[src/verilog/sef_consts.svh]
/*
 * Constants of the serial EEPROM front end: register byte offsets,
 * field positions, reset values and opcodes.
 * Assumes inclusion by bare name from every design file that needs it.
 */
`ifndef SEF_CONSTS_SVH
`define SEF_CONSTS_SVH

`define SEF_ADR_CTRL    8'h00
`define SEF_ADR_STATUS  8'h04
`define SEF_ADR_RXDATA  8'h08
`define SEF_ADR_TXDATA  8'h0C
`define SEF_ADR_NVWR    8'h10
`define SEF_ADR_FRAME   8'h14

`define SEF_CT_WL_SET   0
`define SEF_CT_WL_CLR   1
`define SEF_CT_BUSY_SET 2
`define SEF_CT_BUSY_CLR 3
`define SEF_CT_UND_CLR  4
`define SEF_CT_ERR_CLR  5

`define SEF_SR_BUSY     0
`define SEF_SR_WLATCH   1
`define SEF_SR_PLO      2
`define SEF_SR_PHI      3
`define SEF_SR_LOCK     7

`define SEF_NV_PLO      0
`define SEF_NV_PHI      1
`define SEF_NV_LOCK     2

`define SEF_OP_RDSR     8'h05
`define SEF_OP_READ     8'h03
`define SEF_ADDR_LAST   2'h1
`define SEF_PIN_RST     5'h05
`define SEF_RST_BYTE    8'h00

`endif

[src/verilog/sef_pkg.sv]
/*
 * Types shared by the serial EEPROM front end modules.
 * Assumes nothing beyond a SystemVerilog compiler.
 */
package sef_pkg;

    // Field order fixes the bit order of the pin vector
    typedef struct packed {
        logic sclk;
        logic csn;
        logic hold_n;
        logic sdi;
        logic wp_n;
    } sef_pins_t;

    typedef enum logic [4:0] {
        ST_IDLE = 5'h01,
        ST_CMD  = 5'h02,
        ST_ADDR = 5'h04,
        ST_DIN  = 5'h08,
        ST_DOUT = 5'h10
    } sef_state_t;

endpackage : sef_pkg

[src/verilog/sef_spi_front.sv]
/*
 * Serial front end of a byte-wide EEPROM: select qualification, pause,
 * MSB-first shifting in and out, volatile flags, Wishbone register file.
 * Assumes clk much faster than the serial clock (eight or more cycles
 * per serial bit) and that array access lies behind the registers.
 */
`timescale 1ns/1ps
`default_nettype none
`include "sef_consts.svh"
module sef_spi_front (
    input  wire logic        clk,
    input  wire logic        rstn,
    input  wire logic        wb_cyc_i,
    input  wire logic        wb_stb_i,
    input  wire logic        wb_we_i,
    input  wire logic [7:0]  wb_adr_i,
    input  wire logic [31:0] wb_dat_i,
    input  wire logic [3:0]  wb_sel_i,
    output logic      [31:0] wb_dat_o,
    output logic             wb_ack_o,
    input  wire logic        sclk,
    input  wire logic        csn,
    input  wire logic        hold_n,
    input  wire logic        sdi,
    input  wire logic        wp_n,
    output logic             sdo,
    output logic             sdo_oe,
    input  wire logic [2:0]  nv_status_i,
    output logic             nv_wr_o,
    output logic      [2:0]  nv_data_o,
    output logic             standby_o,
    output logic             active_o
);

////////////////////////////////////////////////////////////////////////
// Pin synchronisation

    sef_pkg::sef_pins_t pin_raw;
    sef_pkg::sef_pins_t p;
    sef_pkg::sef_pins_t pr;
    sef_pkg::sef_pins_t pf;

    assign pin_raw = sef_pkg::sef_pins_t'({sclk, csn, hold_n, sdi, wp_n});

    sef_sync u_sync (
        .clk    (clk),
        .rstn   (rstn),
        .pin_i  (pin_raw),
        .lvl_o  (p),
        .rise_o (pr),
        .fall_o (pf)
    );

////////////////////////////////////////////////////////////////////////
// Link state

    sef_pkg::sef_state_t st_reg;
    sef_pkg::sef_state_t st_next;
    logic       armed_reg;
    logic       armed_next;
    logic       paused_reg;
    logic       paused_next;
    logic [2:0] bit_reg;
    logic [2:0] bit_next;
    logic [1:0] addr_reg;
    logic [1:0] addr_next;
    logic [7:0] byte_reg;
    logic [7:0] byte_next;
    logic [7:0] instr_reg;
    logic [7:0] instr_next;
    logic [7:0] rxd_reg;
    logic [7:0] rxd_next;
    logic       use_tx_reg;
    logic       use_tx_next;
    logic       sdo_reg;
    logic       sdo_next;

    logic       selected;
    logic       go;
    logic       rx_sh;
    logic       byte_done;
    logic       tx_fall;
    logic       tx_ld;
    logic       tx_sh;
    logic       tx_take;
    logic [7:0] rx_q;
    logic [7:0] tx_q;
    logic [7:0] rx_byte;
    logic [7:0] src_byte;
    logic [7:0] status_byte;
    logic [7:0] tx_data_reg;
    logic       wl_reg;
    logic       busy_reg;

    // Level select counts only once a falling edge has armed the input
    assign selected  = armed_reg & ~p.csn;
    assign go        = selected & ~paused_reg;
    assign rx_sh     = go & pr.sclk;
    assign byte_done = rx_sh & (bit_reg == 3'h7);
    assign rx_byte   = {rx_q[6:0], p.sdi};
    assign tx_fall   = go & pf.sclk & (st_reg == sef_pkg::ST_DOUT);
    assign tx_ld     = tx_fall & (bit_reg == 3'h0);
    assign tx_sh     = tx_fall & (bit_reg != 3'h0);
    assign tx_take   = tx_ld & use_tx_reg;
    assign src_byte  = use_tx_reg ? tx_data_reg : status_byte;

    always_comb begin
        status_byte = `SEF_RST_BYTE;
        status_byte[`SEF_SR_BUSY]   = busy_reg;
        status_byte[`SEF_SR_WLATCH] = wl_reg;
        status_byte[`SEF_SR_PLO]    = nv_status_i[`SEF_NV_PLO];
        status_byte[`SEF_SR_PHI]    = nv_status_i[`SEF_NV_PHI];
        status_byte[`SEF_SR_LOCK]   = nv_status_i[`SEF_NV_LOCK];
    end

    sef_shift u_rx (
        .clk    (clk),
        .rstn   (rstn),
        .clr    (~selected),
        .ld     (1'b0),
        .sh     (rx_sh),
        .din    (p.sdi),
        .ld_val (`SEF_RST_BYTE),
        .q      (rx_q)
    );

    sef_shift u_tx (
        .clk    (clk),
        .rstn   (rstn),
        .clr    (~selected),
        .ld     (tx_ld),
        .sh     (tx_sh),
        .din    (1'b0),
        .ld_val (src_byte),
        .q      (tx_q)
    );

    always_comb begin
        st_next     = st_reg;
        armed_next  = armed_reg | pf.csn;
        paused_next = paused_reg;
        bit_next    = bit_reg;
        addr_next   = addr_reg;
        byte_next   = byte_reg;
        instr_next  = instr_reg;
        rxd_next    = rxd_reg;
        use_tx_next = use_tx_reg;
        sdo_next    = sdo_reg;
        if (!selected) begin
            // Deselect drops any pause and partial frame, flags stay
            st_next     = sef_pkg::ST_IDLE;
            paused_next = 1'b0;
            bit_next    = 3'h0;
            addr_next   = 2'h0;
            byte_next   = `SEF_RST_BYTE;
        end else begin
            // Hold edges take effect only while the clock sits low
            if (!p.sclk)
                paused_next = ~p.hold_n;
            if (st_reg == sef_pkg::ST_IDLE)
                st_next = sef_pkg::ST_CMD;
            if (rx_sh)
                bit_next = bit_reg + 3'h1;
            if (byte_done) begin
                byte_next = byte_reg + 8'h01;
                rxd_next  = rx_byte;
                case (st_reg)
                    sef_pkg::ST_IDLE, sef_pkg::ST_CMD: begin
                        instr_next = rx_byte;
                        if (rx_byte == `SEF_OP_RDSR) begin
                            st_next     = sef_pkg::ST_DOUT;
                            use_tx_next = 1'b0;
                        end else if (rx_byte == `SEF_OP_READ) begin
                            st_next = sef_pkg::ST_ADDR;
                        end else begin
                            st_next = sef_pkg::ST_DIN;
                        end
                    end
                    sef_pkg::ST_ADDR: begin
                        addr_next = addr_reg + 2'h1;
                        if (addr_reg == `SEF_ADDR_LAST) begin
                            st_next     = sef_pkg::ST_DOUT;
                            use_tx_next = 1'b1;
                        end
                    end
                    default: begin
                        st_next = st_reg;
                    end
                endcase
            end
        end
        if (tx_ld)
            sdo_next = src_byte[7];
        else if (tx_sh)
            sdo_next = tx_q[6];
    end

    always_ff @(posedge clk or negedge rstn) begin
        if (!rstn) begin
            st_reg     <= sef_pkg::ST_IDLE;
            armed_reg  <= 1'b0;
            paused_reg <= 1'b0;
            bit_reg    <= 3'h0;
            addr_reg   <= 2'h0;
            byte_reg   <= `SEF_RST_BYTE;
            instr_reg  <= `SEF_RST_BYTE;
            rxd_reg    <= `SEF_RST_BYTE;
            use_tx_reg <= 1'b0;
            sdo_reg    <= 1'b0;
        end else begin
            st_reg     <= st_next;
            armed_reg  <= armed_next;
            paused_reg <= paused_next;
            bit_reg    <= bit_next;
            addr_reg   <= addr_next;
            byte_reg   <= byte_next;
            instr_reg  <= instr_next;
            rxd_reg    <= rxd_next;
            use_tx_reg <= use_tx_next;
            sdo_reg    <= sdo_next;
        end
    end

    assign sdo       = sdo_reg;
    assign sdo_oe    = go & (st_reg == sef_pkg::ST_DOUT);
    // A running write cycle keeps the part out of standby
    assign standby_o = ~selected & ~busy_reg;
    assign active_o  = selected;

////////////////////////////////////////////////////////////////////////
// Wishbone slave and volatile flags

    logic        ack_reg;
    logic        ack_next;
    logic [31:0] dat_reg;
    logic [31:0] dat_next;
    logic        wl_next;
    logic        busy_next;
    logic        rx_full_reg;
    logic        rx_full_next;
    logic [7:0]  tx_data_next;
    logic        tx_rdy_reg;
    logic        tx_rdy_next;
    logic        tx_und_reg;
    logic        tx_und_next;
    logic        nv_err_reg;
    logic        nv_err_next;
    logic        nv_wr_reg;
    logic        nv_wr_next;
    logic [2:0]  nv_dat_reg;
    logic [2:0]  nv_dat_next;

    logic        req;
    logic        take;
    logic        wr;
    logic        frozen;
    logic [31:0] rd_mux;

    assign req  = wb_cyc_i & wb_stb_i;
    // Read data is captured at take so a byte landing then is not lost
    assign take = req & ~ack_reg;
    assign wr   = req & ack_reg & wb_we_i & wb_sel_i[0];
    // Lock bit plus low protect pin freezes the protect bits
    assign frozen = nv_status_i[`SEF_NV_LOCK] & ~p.wp_n;

    always_comb begin
        case (wb_adr_i)
            `SEF_ADR_STATUS: rd_mux = {19'h0, nv_err_reg, p.wp_n,
                                       paused_reg, selected, armed_reg,
                                       status_byte};
            `SEF_ADR_RXDATA: rd_mux = {23'h0, rx_full_reg, rxd_reg};
            `SEF_ADR_TXDATA: rd_mux = {22'h0, tx_und_reg, tx_rdy_reg,
                                       tx_data_reg};
            `SEF_ADR_NVWR:   rd_mux = {29'h0, nv_dat_reg};
            `SEF_ADR_FRAME:  rd_mux = {16'h0, byte_reg, instr_reg};
            default:         rd_mux = 32'h0;
        endcase
    end

    always_comb begin
        ack_next     = take;
        dat_next     = (take & ~wb_we_i) ? rd_mux : dat_reg;
        wl_next      = wl_reg;
        busy_next    = busy_reg;
        tx_data_next = tx_data_reg;
        nv_wr_next   = 1'b0;
        nv_dat_next  = nv_dat_reg;
        nv_err_next  = nv_err_reg;
        tx_und_next  = tx_und_reg;
        if (wr && wb_adr_i == `SEF_ADR_CTRL) begin
            wl_next   = (wl_reg & ~wb_dat_i[`SEF_CT_WL_CLR])
                        | wb_dat_i[`SEF_CT_WL_SET];
            busy_next = (busy_reg & ~wb_dat_i[`SEF_CT_BUSY_CLR])
                        | wb_dat_i[`SEF_CT_BUSY_SET];
            if (wb_dat_i[`SEF_CT_UND_CLR])
                tx_und_next = 1'b0;
            if (wb_dat_i[`SEF_CT_ERR_CLR])
                nv_err_next = 1'b0;
        end
        if (wr && wb_adr_i == `SEF_ADR_TXDATA)
            tx_data_next = wb_dat_i[7:0];
        if (wr && wb_adr_i == `SEF_ADR_NVWR) begin
            if (frozen) begin
                nv_err_next = 1'b1;
            end else begin
                nv_wr_next  = 1'b1;
                nv_dat_next = wb_dat_i[2:0];
            end
        end
        // Hardware events win over a clear in the same cycle
        if (tx_take & ~tx_rdy_reg)
            tx_und_next = 1'b1;
        rx_full_next = byte_done | (rx_full_reg & ~(take & ~wb_we_i
                       & (wb_adr_i == `SEF_ADR_RXDATA)));
        tx_rdy_next  = (wr & (wb_adr_i == `SEF_ADR_TXDATA))
                       | (tx_rdy_reg & ~tx_take);
    end

    always_ff @(posedge clk or negedge rstn) begin
        if (!rstn) begin
            ack_reg     <= 1'b0;
            dat_reg     <= 32'h0;
            wl_reg      <= 1'b0;
            busy_reg    <= 1'b0;
            rx_full_reg <= 1'b0;
            tx_data_reg <= `SEF_RST_BYTE;
            tx_rdy_reg  <= 1'b0;
            tx_und_reg  <= 1'b0;
            nv_err_reg  <= 1'b0;
            nv_wr_reg   <= 1'b0;
            nv_dat_reg  <= 3'h0;
        end else begin
            ack_reg     <= ack_next;
            dat_reg     <= dat_next;
            wl_reg      <= wl_next;
            busy_reg    <= busy_next;
            rx_full_reg <= rx_full_next;
            tx_data_reg <= tx_data_next;
            tx_rdy_reg  <= tx_rdy_next;
            tx_und_reg  <= tx_und_next;
            nv_err_reg  <= nv_err_next;
            nv_wr_reg   <= nv_wr_next;
            nv_dat_reg  <= nv_dat_next;
        end
    end

    assign wb_ack_o  = ack_reg;
    assign wb_dat_o  = dat_reg;
    assign nv_wr_o   = nv_wr_reg;
    assign nv_data_o = nv_dat_reg;
endmodule : sef_spi_front
`default_nettype wire

[src/verilog/sef_sync.sv]
/*
 * Three-stage synchroniser for the serial pins, with filtered level
 * and edge pulses. Assumes pins are asynchronous to clk.
 */
`timescale 1ns/1ps
`default_nettype none
`include "sef_consts.svh"
module sef_sync (
    input  wire logic             clk,
    input  wire logic             rstn,
    input  wire sef_pkg::sef_pins_t pin_i,
    output sef_pkg::sef_pins_t    lvl_o,
    output sef_pkg::sef_pins_t    rise_o,
    output sef_pkg::sef_pins_t    fall_o
);
    localparam logic [4:0] RST = `SEF_PIN_RST;
    logic [4:0] lvl_v;
    logic [4:0] rise_v;
    logic [4:0] fall_v;

    genvar i;
    generate
        for (i = 0; i < 5; i = i + 1) begin : g_bit
            logic s1_reg;
            logic s2_reg;
            logic s3_reg;
            logic lv_reg;
            logic lv_next;
            // Only stages two and three judge a change
            always_comb begin
                lv_next = (s2_reg == s3_reg) ? s3_reg : lv_reg;
            end
            always_ff @(posedge clk or negedge rstn) begin
                if (!rstn) begin
                    s1_reg <= RST[i];
                    s2_reg <= RST[i];
                    s3_reg <= RST[i];
                    lv_reg <= RST[i];
                end else begin
                    s1_reg <= pin_i[i];
                    s2_reg <= s1_reg;
                    s3_reg <= s2_reg;
                    lv_reg <= lv_next;
                end
            end
            assign lvl_v[i]  = lv_reg;
            assign rise_v[i] = lv_next & ~lv_reg;
            assign fall_v[i] = ~lv_next & lv_reg;
        end
    endgenerate

    assign lvl_o  = sef_pkg::sef_pins_t'(lvl_v);
    assign rise_o = sef_pkg::sef_pins_t'(rise_v);
    assign fall_o = sef_pkg::sef_pins_t'(fall_v);
endmodule : sef_sync
`default_nettype wire

[src/verilog/sef_shift.sv]
/*
 * Eight-bit shift register, MSB first, with clear and parallel load.
 * Assumes the caller never asserts load and shift together.
 */
`timescale 1ns/1ps
`default_nettype none
`include "sef_consts.svh"
module sef_shift (
    input  wire logic       clk,
    input  wire logic       rstn,
    input  wire logic       clr,
    input  wire logic       ld,
    input  wire logic       sh,
    input  wire logic       din,
    input  wire logic [7:0] ld_val,
    output logic      [7:0] q
);
    logic [7:0] q_reg;
    logic [7:0] q_next;

    always_comb begin
        q_next = q_reg;
        if (clr)
            q_next = `SEF_RST_BYTE;
        else if (ld)
            q_next = ld_val;
        else if (sh)
            q_next = {q_reg[6:0], din};
    end

    always_ff @(posedge clk or negedge rstn) begin
        if (!rstn)
            q_reg <= `SEF_RST_BYTE;
        else
            q_reg <= q_next;
    end

    assign q = q_reg;
endmodule : sef_shift
`default_nettype wire

[config.mk]
export PLATFORM = sky130hd
export DESIGN_NAME = sef_spi_front
export DESIGN_NICKNAME = d
export VERILOG_FILES = /design/src/verilog/sef_pkg.sv /design/src/verilog/sef_spi_front.sv /design/src/verilog/sef_sync.sv /design/src/verilog/sef_shift.sv
export VERILOG_INCLUDE_DIRS = /design/src /design/src/verilog
export SDC_FILE = /design/constraint.sdc
export NUM_CORES = 1
export LEC_CHECK = 0
export BUFFER_PORTS_ARGS = -buffer_cell sky130_fd_sc_hd__buf_2
export CORE_ASPECT_RATIO = 1.4
export CORE_MARGIN = 3
export CORE_UTILIZATION = 45
export DETAILED_ROUTE_END_ITERATION = 7
export PLACE_DENSITY = 0.67
export SLEW_MARGIN = 20
export SYNTH_ARGS = -nofsm -noshare
export SYNTH_HDL_FRONTEND = slang
export SYNTH_SLANG_ARGS = --single-unit
[constraint.sdc]
create_clock -name clk -period 2 [get_ports clk]
set_input_delay 0.3 -clock clk [delete_from_list [all_inputs] [get_ports clk]]
set_output_delay 0.3 -clock clk [all_outputs]
set_load 0.02 [all_outputs]
# After elaboration in Yosys (flattened, before gate mapping)
# Index checks and enable logic that the tools add are counted.
# totals
regBits,123
output_inout_bits,41
word_cells,178
# classes
muxes,39
n_bitwise,50
reduce_logical,17
n_addsub,3
n_eq_ne,26
# ops
operator,count
$pmux W16 S5,1
$mux W7,5
$and A1 B1 Y1,28
$mux W5,5
$mux W8,3
$mux W1,17
$not A1 Y1,17
$eq A8 B3 Y1 const B,2
$eq A8 B4 Y1 const B,2
$eq A8 B5 Y1 const B,2
$pmux W5 S2,1
$add A8 B1 Y8 const B,1
$eq A8 B2 Y1 const B,1
$logic_not A8 Y1,1
$reduce_and A2 Y1,4
$reduce_bool A2 Y1,4
$mux W2,3
$mux W3,2
$ne A2 B1 Y1 const B,3
$ne A2 B2 Y1 const B,3
$eq A1 B1 Y1,5
$eq A5 B1 Y1 const B,1
$eq A5 B2 Y1 const B,1
$eq A5 B3 Y1 const B,1
other kinds (16),22

# Logic depth before layout (Yosys ltp)
# logic_depth
depth_word,11
ltp_mapped,7

# Hierarchy
# A second synthesis with hierarchy kept.
# hier_totals
hier_cells,459
hier_area_um2,5216.3
# modules_own_cells
mod,cells_per_inst,n_inst,area_per_inst_um2
sef_spi_front,349,1,3711.1
sef_shift,35,2,409.1
sef_sync,40,1,686.9

# Worst setup path before layout
# Ideal clock, no wire load.
# synth_path
path_kind,reg2reg
from,register u_sync.g_bit[3].lv_reg
to,register instr_reg[0]
path_buffers,2
setup_slack_ps,177
stages_incl_launch_ff,6
arrival_time_ps,1699
setup_time_ps,125
cell_sequence,dfrtp_1 -> or3b_1 -> buf_2 -> nor4_4 -> buf_6 -> mux2_2
# synth_between
elab_chain_cells,6
# synth_lines
item,line_no,source
start: declaration,sef_sync.sv:27,logic lv_reg;
start signal: assignment,sef_sync.sv:38,lv_reg <= RST[i];
start signal: assignment,sef_sync.sv:43,lv_reg <= lv_next;
$not A1 Y1 *,-,
$and A1 B1 Y1 *,sef_spi_front.sv:96,assign selected = armed_reg & ~p.csn;
$and A1 B1 Y1,sef_spi_front.sv:97,assign go = selected & ~paused_reg;
$and A1 B1 Y1,sef_spi_front.sv:98,assign rx_sh = go & pr.sclk;
$and A1 B1 Y1,sef_spi_front.sv:99,assign byte_done = rx_sh & (bit_reg == 3'h7);
$reduce_and A3 Y1 (no line) *,-,
end signal: assignment,sef_spi_front.sv:206,instr_reg <= `SEF_RST_BYTE;
end signal: assignment,sef_spi_front.sv:217,instr_reg <= instr_next;
end: declaration,sef_spi_front.sv:69,logic [7:0] instr_reg;
# Mark *: on every way between the ends. The rest lies on a longest branch, timed or not.
# A chain may end at the register's enable or synchronous reset.

# Worst setup path after layout
# layout_path
from,register bit_reg[0]
to,register addr_reg[0]
# layout_between
elab_chain_cells,4
# layout_lines
item,line_no,source
start: declaration,sef_spi_front.sv:63,logic [2:0] bit_reg;
start signal: assignment,sef_spi_front.sv:214,bit_reg <= bit_next;
$eq A3 B3 Y1,sef_spi_front.sv:99,
$and A1 B1 Y1,sef_spi_front.sv:99,
$ne A2 B1 Y1 (no line),-,
$reduce_and A2 Y1 (no line),-,
end signal: assignment,sef_spi_front.sv:215,addr_reg <= addr_next;
end: declaration,sef_spi_front.sv:65,logic [1:0] addr_reg;
# No other way between the ends.

==> impl_metrics.env <==
export IMPL_viasPerCell=5.47
export IMPL_fin_util_pct=55.1
export IMPL_critPathMaxFanout=17
export IMPL_startpoint_type="flip-flop"
export IMPL_crit_type="flip-flop to flip-flop"
export IMPL_grt_max_degree=40
export IMPL_final_hold_violation_count=0
export IMPL_synth_seq_cells=107
export IMPL_cp_arrival_ns=2.16
export IMPL_whs_path_depth=1
export IMPL_final_cells=658
export IMPL_routedWlPerCell_um=16.6
export IMPL_p_leak_nw=2.74
export IMPL_core_area_um2=10500
export IMPL_num_rows=44
export IMPL_crit_path_max_incr_delay_ns=0.39
export IMPL_r2r_cells=7
export IMPL_finalPower_mw=4.45
export IMPL_drt_iter0_markers=161
export IMPL_io_pins=98
export IMPL_drc=0
export IMPL_grt_overflow=0
export IMPL_io_buffers=54
export IMPL_synth_cells=442
export IMPL_cp_top_family="simple AND/OR/NAND/NOR gates"
export IMPL_path_clk_slew_ns=0.07
export IMPL_r2r_end="addr_reg[0]"
export IMPL_async_reset_ff_share_pct=100
export IMPL_numCtsBuffers=9
export IMPL_dp_cells=640
export IMPL_die_h_um=130
export IMPL_grt_pass1_vias=3608
export IMPL_drive_above_1_share_pct=30.2
export IMPL_maxCapViolCount=0
export IMPL_clk_path_buf_depth=2
export IMPL_r2r_start="bit_reg[0]"
export IMPL_routed_wl_mm=10.9
export IMPL_cp_end_kind="flip-flop"
export IMPL_setup_viol=0
export IMPL_cts_tree="built"
export IMPL_syn_cell_area_um2=4940
export IMPL_crit_slowest_cell="or3_1"
export IMPL_min_path_type="input port to flip-flop"
export IMPL_synth_seq_area_share_pct=54.5
export IMPL_cts_num_sinks=107
export IMPL_synthFlopType="dfrtp_1"
export IMPL_placed_cell_area_um2=5470
export IMPL_hp_start="hold_n"
export IMPL_yosys_warnings=0
export IMPL_cp_num_buf_inv=1
export IMPL_dp_hpwl_mm=8.13
export IMPL_rsz0062_at_grt="false"
export IMPL_via_count=3597
export IMPL_finalWorstSetupSlack_ns=0.115
export IMPL_cp_startpoint="bit_reg[0]"
export IMPL_crit_required_ns=2.28
export IMPL_hold_end="u_sync.g_bit[2].s1_reg"
export IMPL_status="complete, no violations"
export IMPL_tns_ns=0
export IMPL_crit_path_cell_trace="ha_1 > ha_1 > and4b_2 > nand2_2 > buf_12 > or3_1 > a21oi_2"
export IMPL_synth_cell_types=57
export IMPL_die_w_um=94.5
export IMPL_track_usage_pct=19.3
export IMPL_first_pass_iters=4
export IMPL_layout_common_cells="98 x dfrtp_1, 53 x buf_2, 48 x nand2_1"
export IMPL_timing_final_crit_share_pct=94.3
export IMPL_layout_min_cycle_time_ns=1.89
export IMPL_die_area_um2=12300
export IMPL_clk_latency_ns=0.35
export IMPL_largest_reg_flops=16
export IMPL_final_cell_area_um2=5800
export IMPL_r2r_setup_slack_ns=0.11
export IMPL_area_growth_pct=17.4
export IMPL_skew_ns=0.00760
export IMPL_crit_top_cell="ha_1"
export IMPL_gp_congestion=0.829
export IMPL_report_final_slew_viol_count=0
export IMPL_post_place_ws_ns=0.000225
export IMPL_ir_drop_mv=0.410
export IMPL_fmax_mhz=530
export IMPL_avgSynthCellArea_um2=11.2
export IMPL_drtAntennaViolNets=0
export IMPL_whs_ns=0.0468
export IMPL_clockRootBuffer="clkbuf_16"
export IMPL_synth_edf_count=0
export IMPL_n_antenna_cell=0
export IMPL_start_util_pct=46.9
export IMPL_final_common_cell="dfrtp_1"
export IMPL_fin_nets=577
export IMPL_htreeDepth=3
export IMPL_grt_pass1_wl_mm=18.2
export IMPL_cellPowerDensity_nw_per_um2=767
export IMPL_antenna_found_initial=0
==> per-layer routing <==
metal,GRT usage (%),wire [µm],vias up,part of all wire [%]
met3,2.94,602,24,5.5
met1,24.2,4550,1757,42
met4,8.84,321,0,2.9
met2,32.8,5440,108,50
li1,-,-,1708,-
met5,0,0,-,0
==> worst max-delay path by stage <==
stage	to	slack, ns	cells past startpoint
detailed placement	st_reg[2]	0.0002	6
global placement	st_reg[2]	0.08	6
finish	addr_reg[0]	0.11	7
CTS	st_reg[2]	0.03	6
global route	addr_reg[0]	0.002	7
floorplan	instr_reg[0]	0.18	5
==> timing repair <==
item	4_1_cts	5_1_grt
cloned	0	0
hold buffers	1	0
pin swaps	0	1
endpoints found under the setup margin	4	8
setup buffers	0	1
endpoints found under the hold margin	22	0
gates resized for setup	2	4
==> worst reg2reg max path, delay by kind of cell, from the launching register on <==
kind	cells	cell delay, ns
adder cells (fa/ha/maj)	2	0.34
AO/OA/AOI/OAI	1	0.16
AND/OR/NAND/NOR	3	0.78
buffers and inverters	1	0.18
flip-flops	1	0.36
==> synthesized netlist by cell type (all sizes together), types with 3 or more instances <==
cell type / n / area, µm²
a21oi: 15 / 75.1
a22o: 9 / 78.8
a31oi: 3 / 18.8
a32oi: 7 / 61.3
and2: 5 / 31.3
and3: 7 / 43.8
buf: 22 / 156
clkbuf: 13 / 48.8
dfrtp: 98 / 2450
dfstp: 9 / 236
ha: 5 / 62.6
inv: 4 / 15.0
maj3: 3 / 30.0
mux2: 37 / 417
mux2i: 10 / 100
nand2: 49 / 184
nand3: 18 / 103
nand4: 4 / 25.0
nor2: 21 / 95.1
nor2b: 5 / 31.3
nor3: 14 / 81.3
nor4: 7 / 73.8
o21ai: 38 / 190
o31ai: 3 / 22.5
or3: 3 / 18.8
xnor2: 5 / 43.8
==> logic make-up (layout without fill, tap and decap cells) <==
kind of cell	Yosys count	after routing	share of synthesized area, %
compound gates	85	85	10.8
xor+xnor	6	6	1.06
fa+ha+maj	8	8	1.88
buf+inv	39	102	4.46
flops	107	107	54.5
mux	47	47	10.5
other cells	1	16	0.0760
simple gates	149	149	16.8
==> cell type report <==
class                   count  area (µm²)
well taps                 138         173
flip-flops and latches    107        2690
inverters                   4        17.5
clock buffers              10         229
fillers                   925        4720
repair buffers             82         523
multi-input cells         311        2100
clock inverters             6        66.3
==> where the power goes <==
part	internal [mW]	leakage, nW	switching [mW]	total [mW]
clock	0.975	0.147	0.766	1.74
sequential	2.23	1.41	0.0507	2.28
combinational	0.153	1.19	0.275	0.429
No activity file was read; power rests on OpenSTA's default activity.
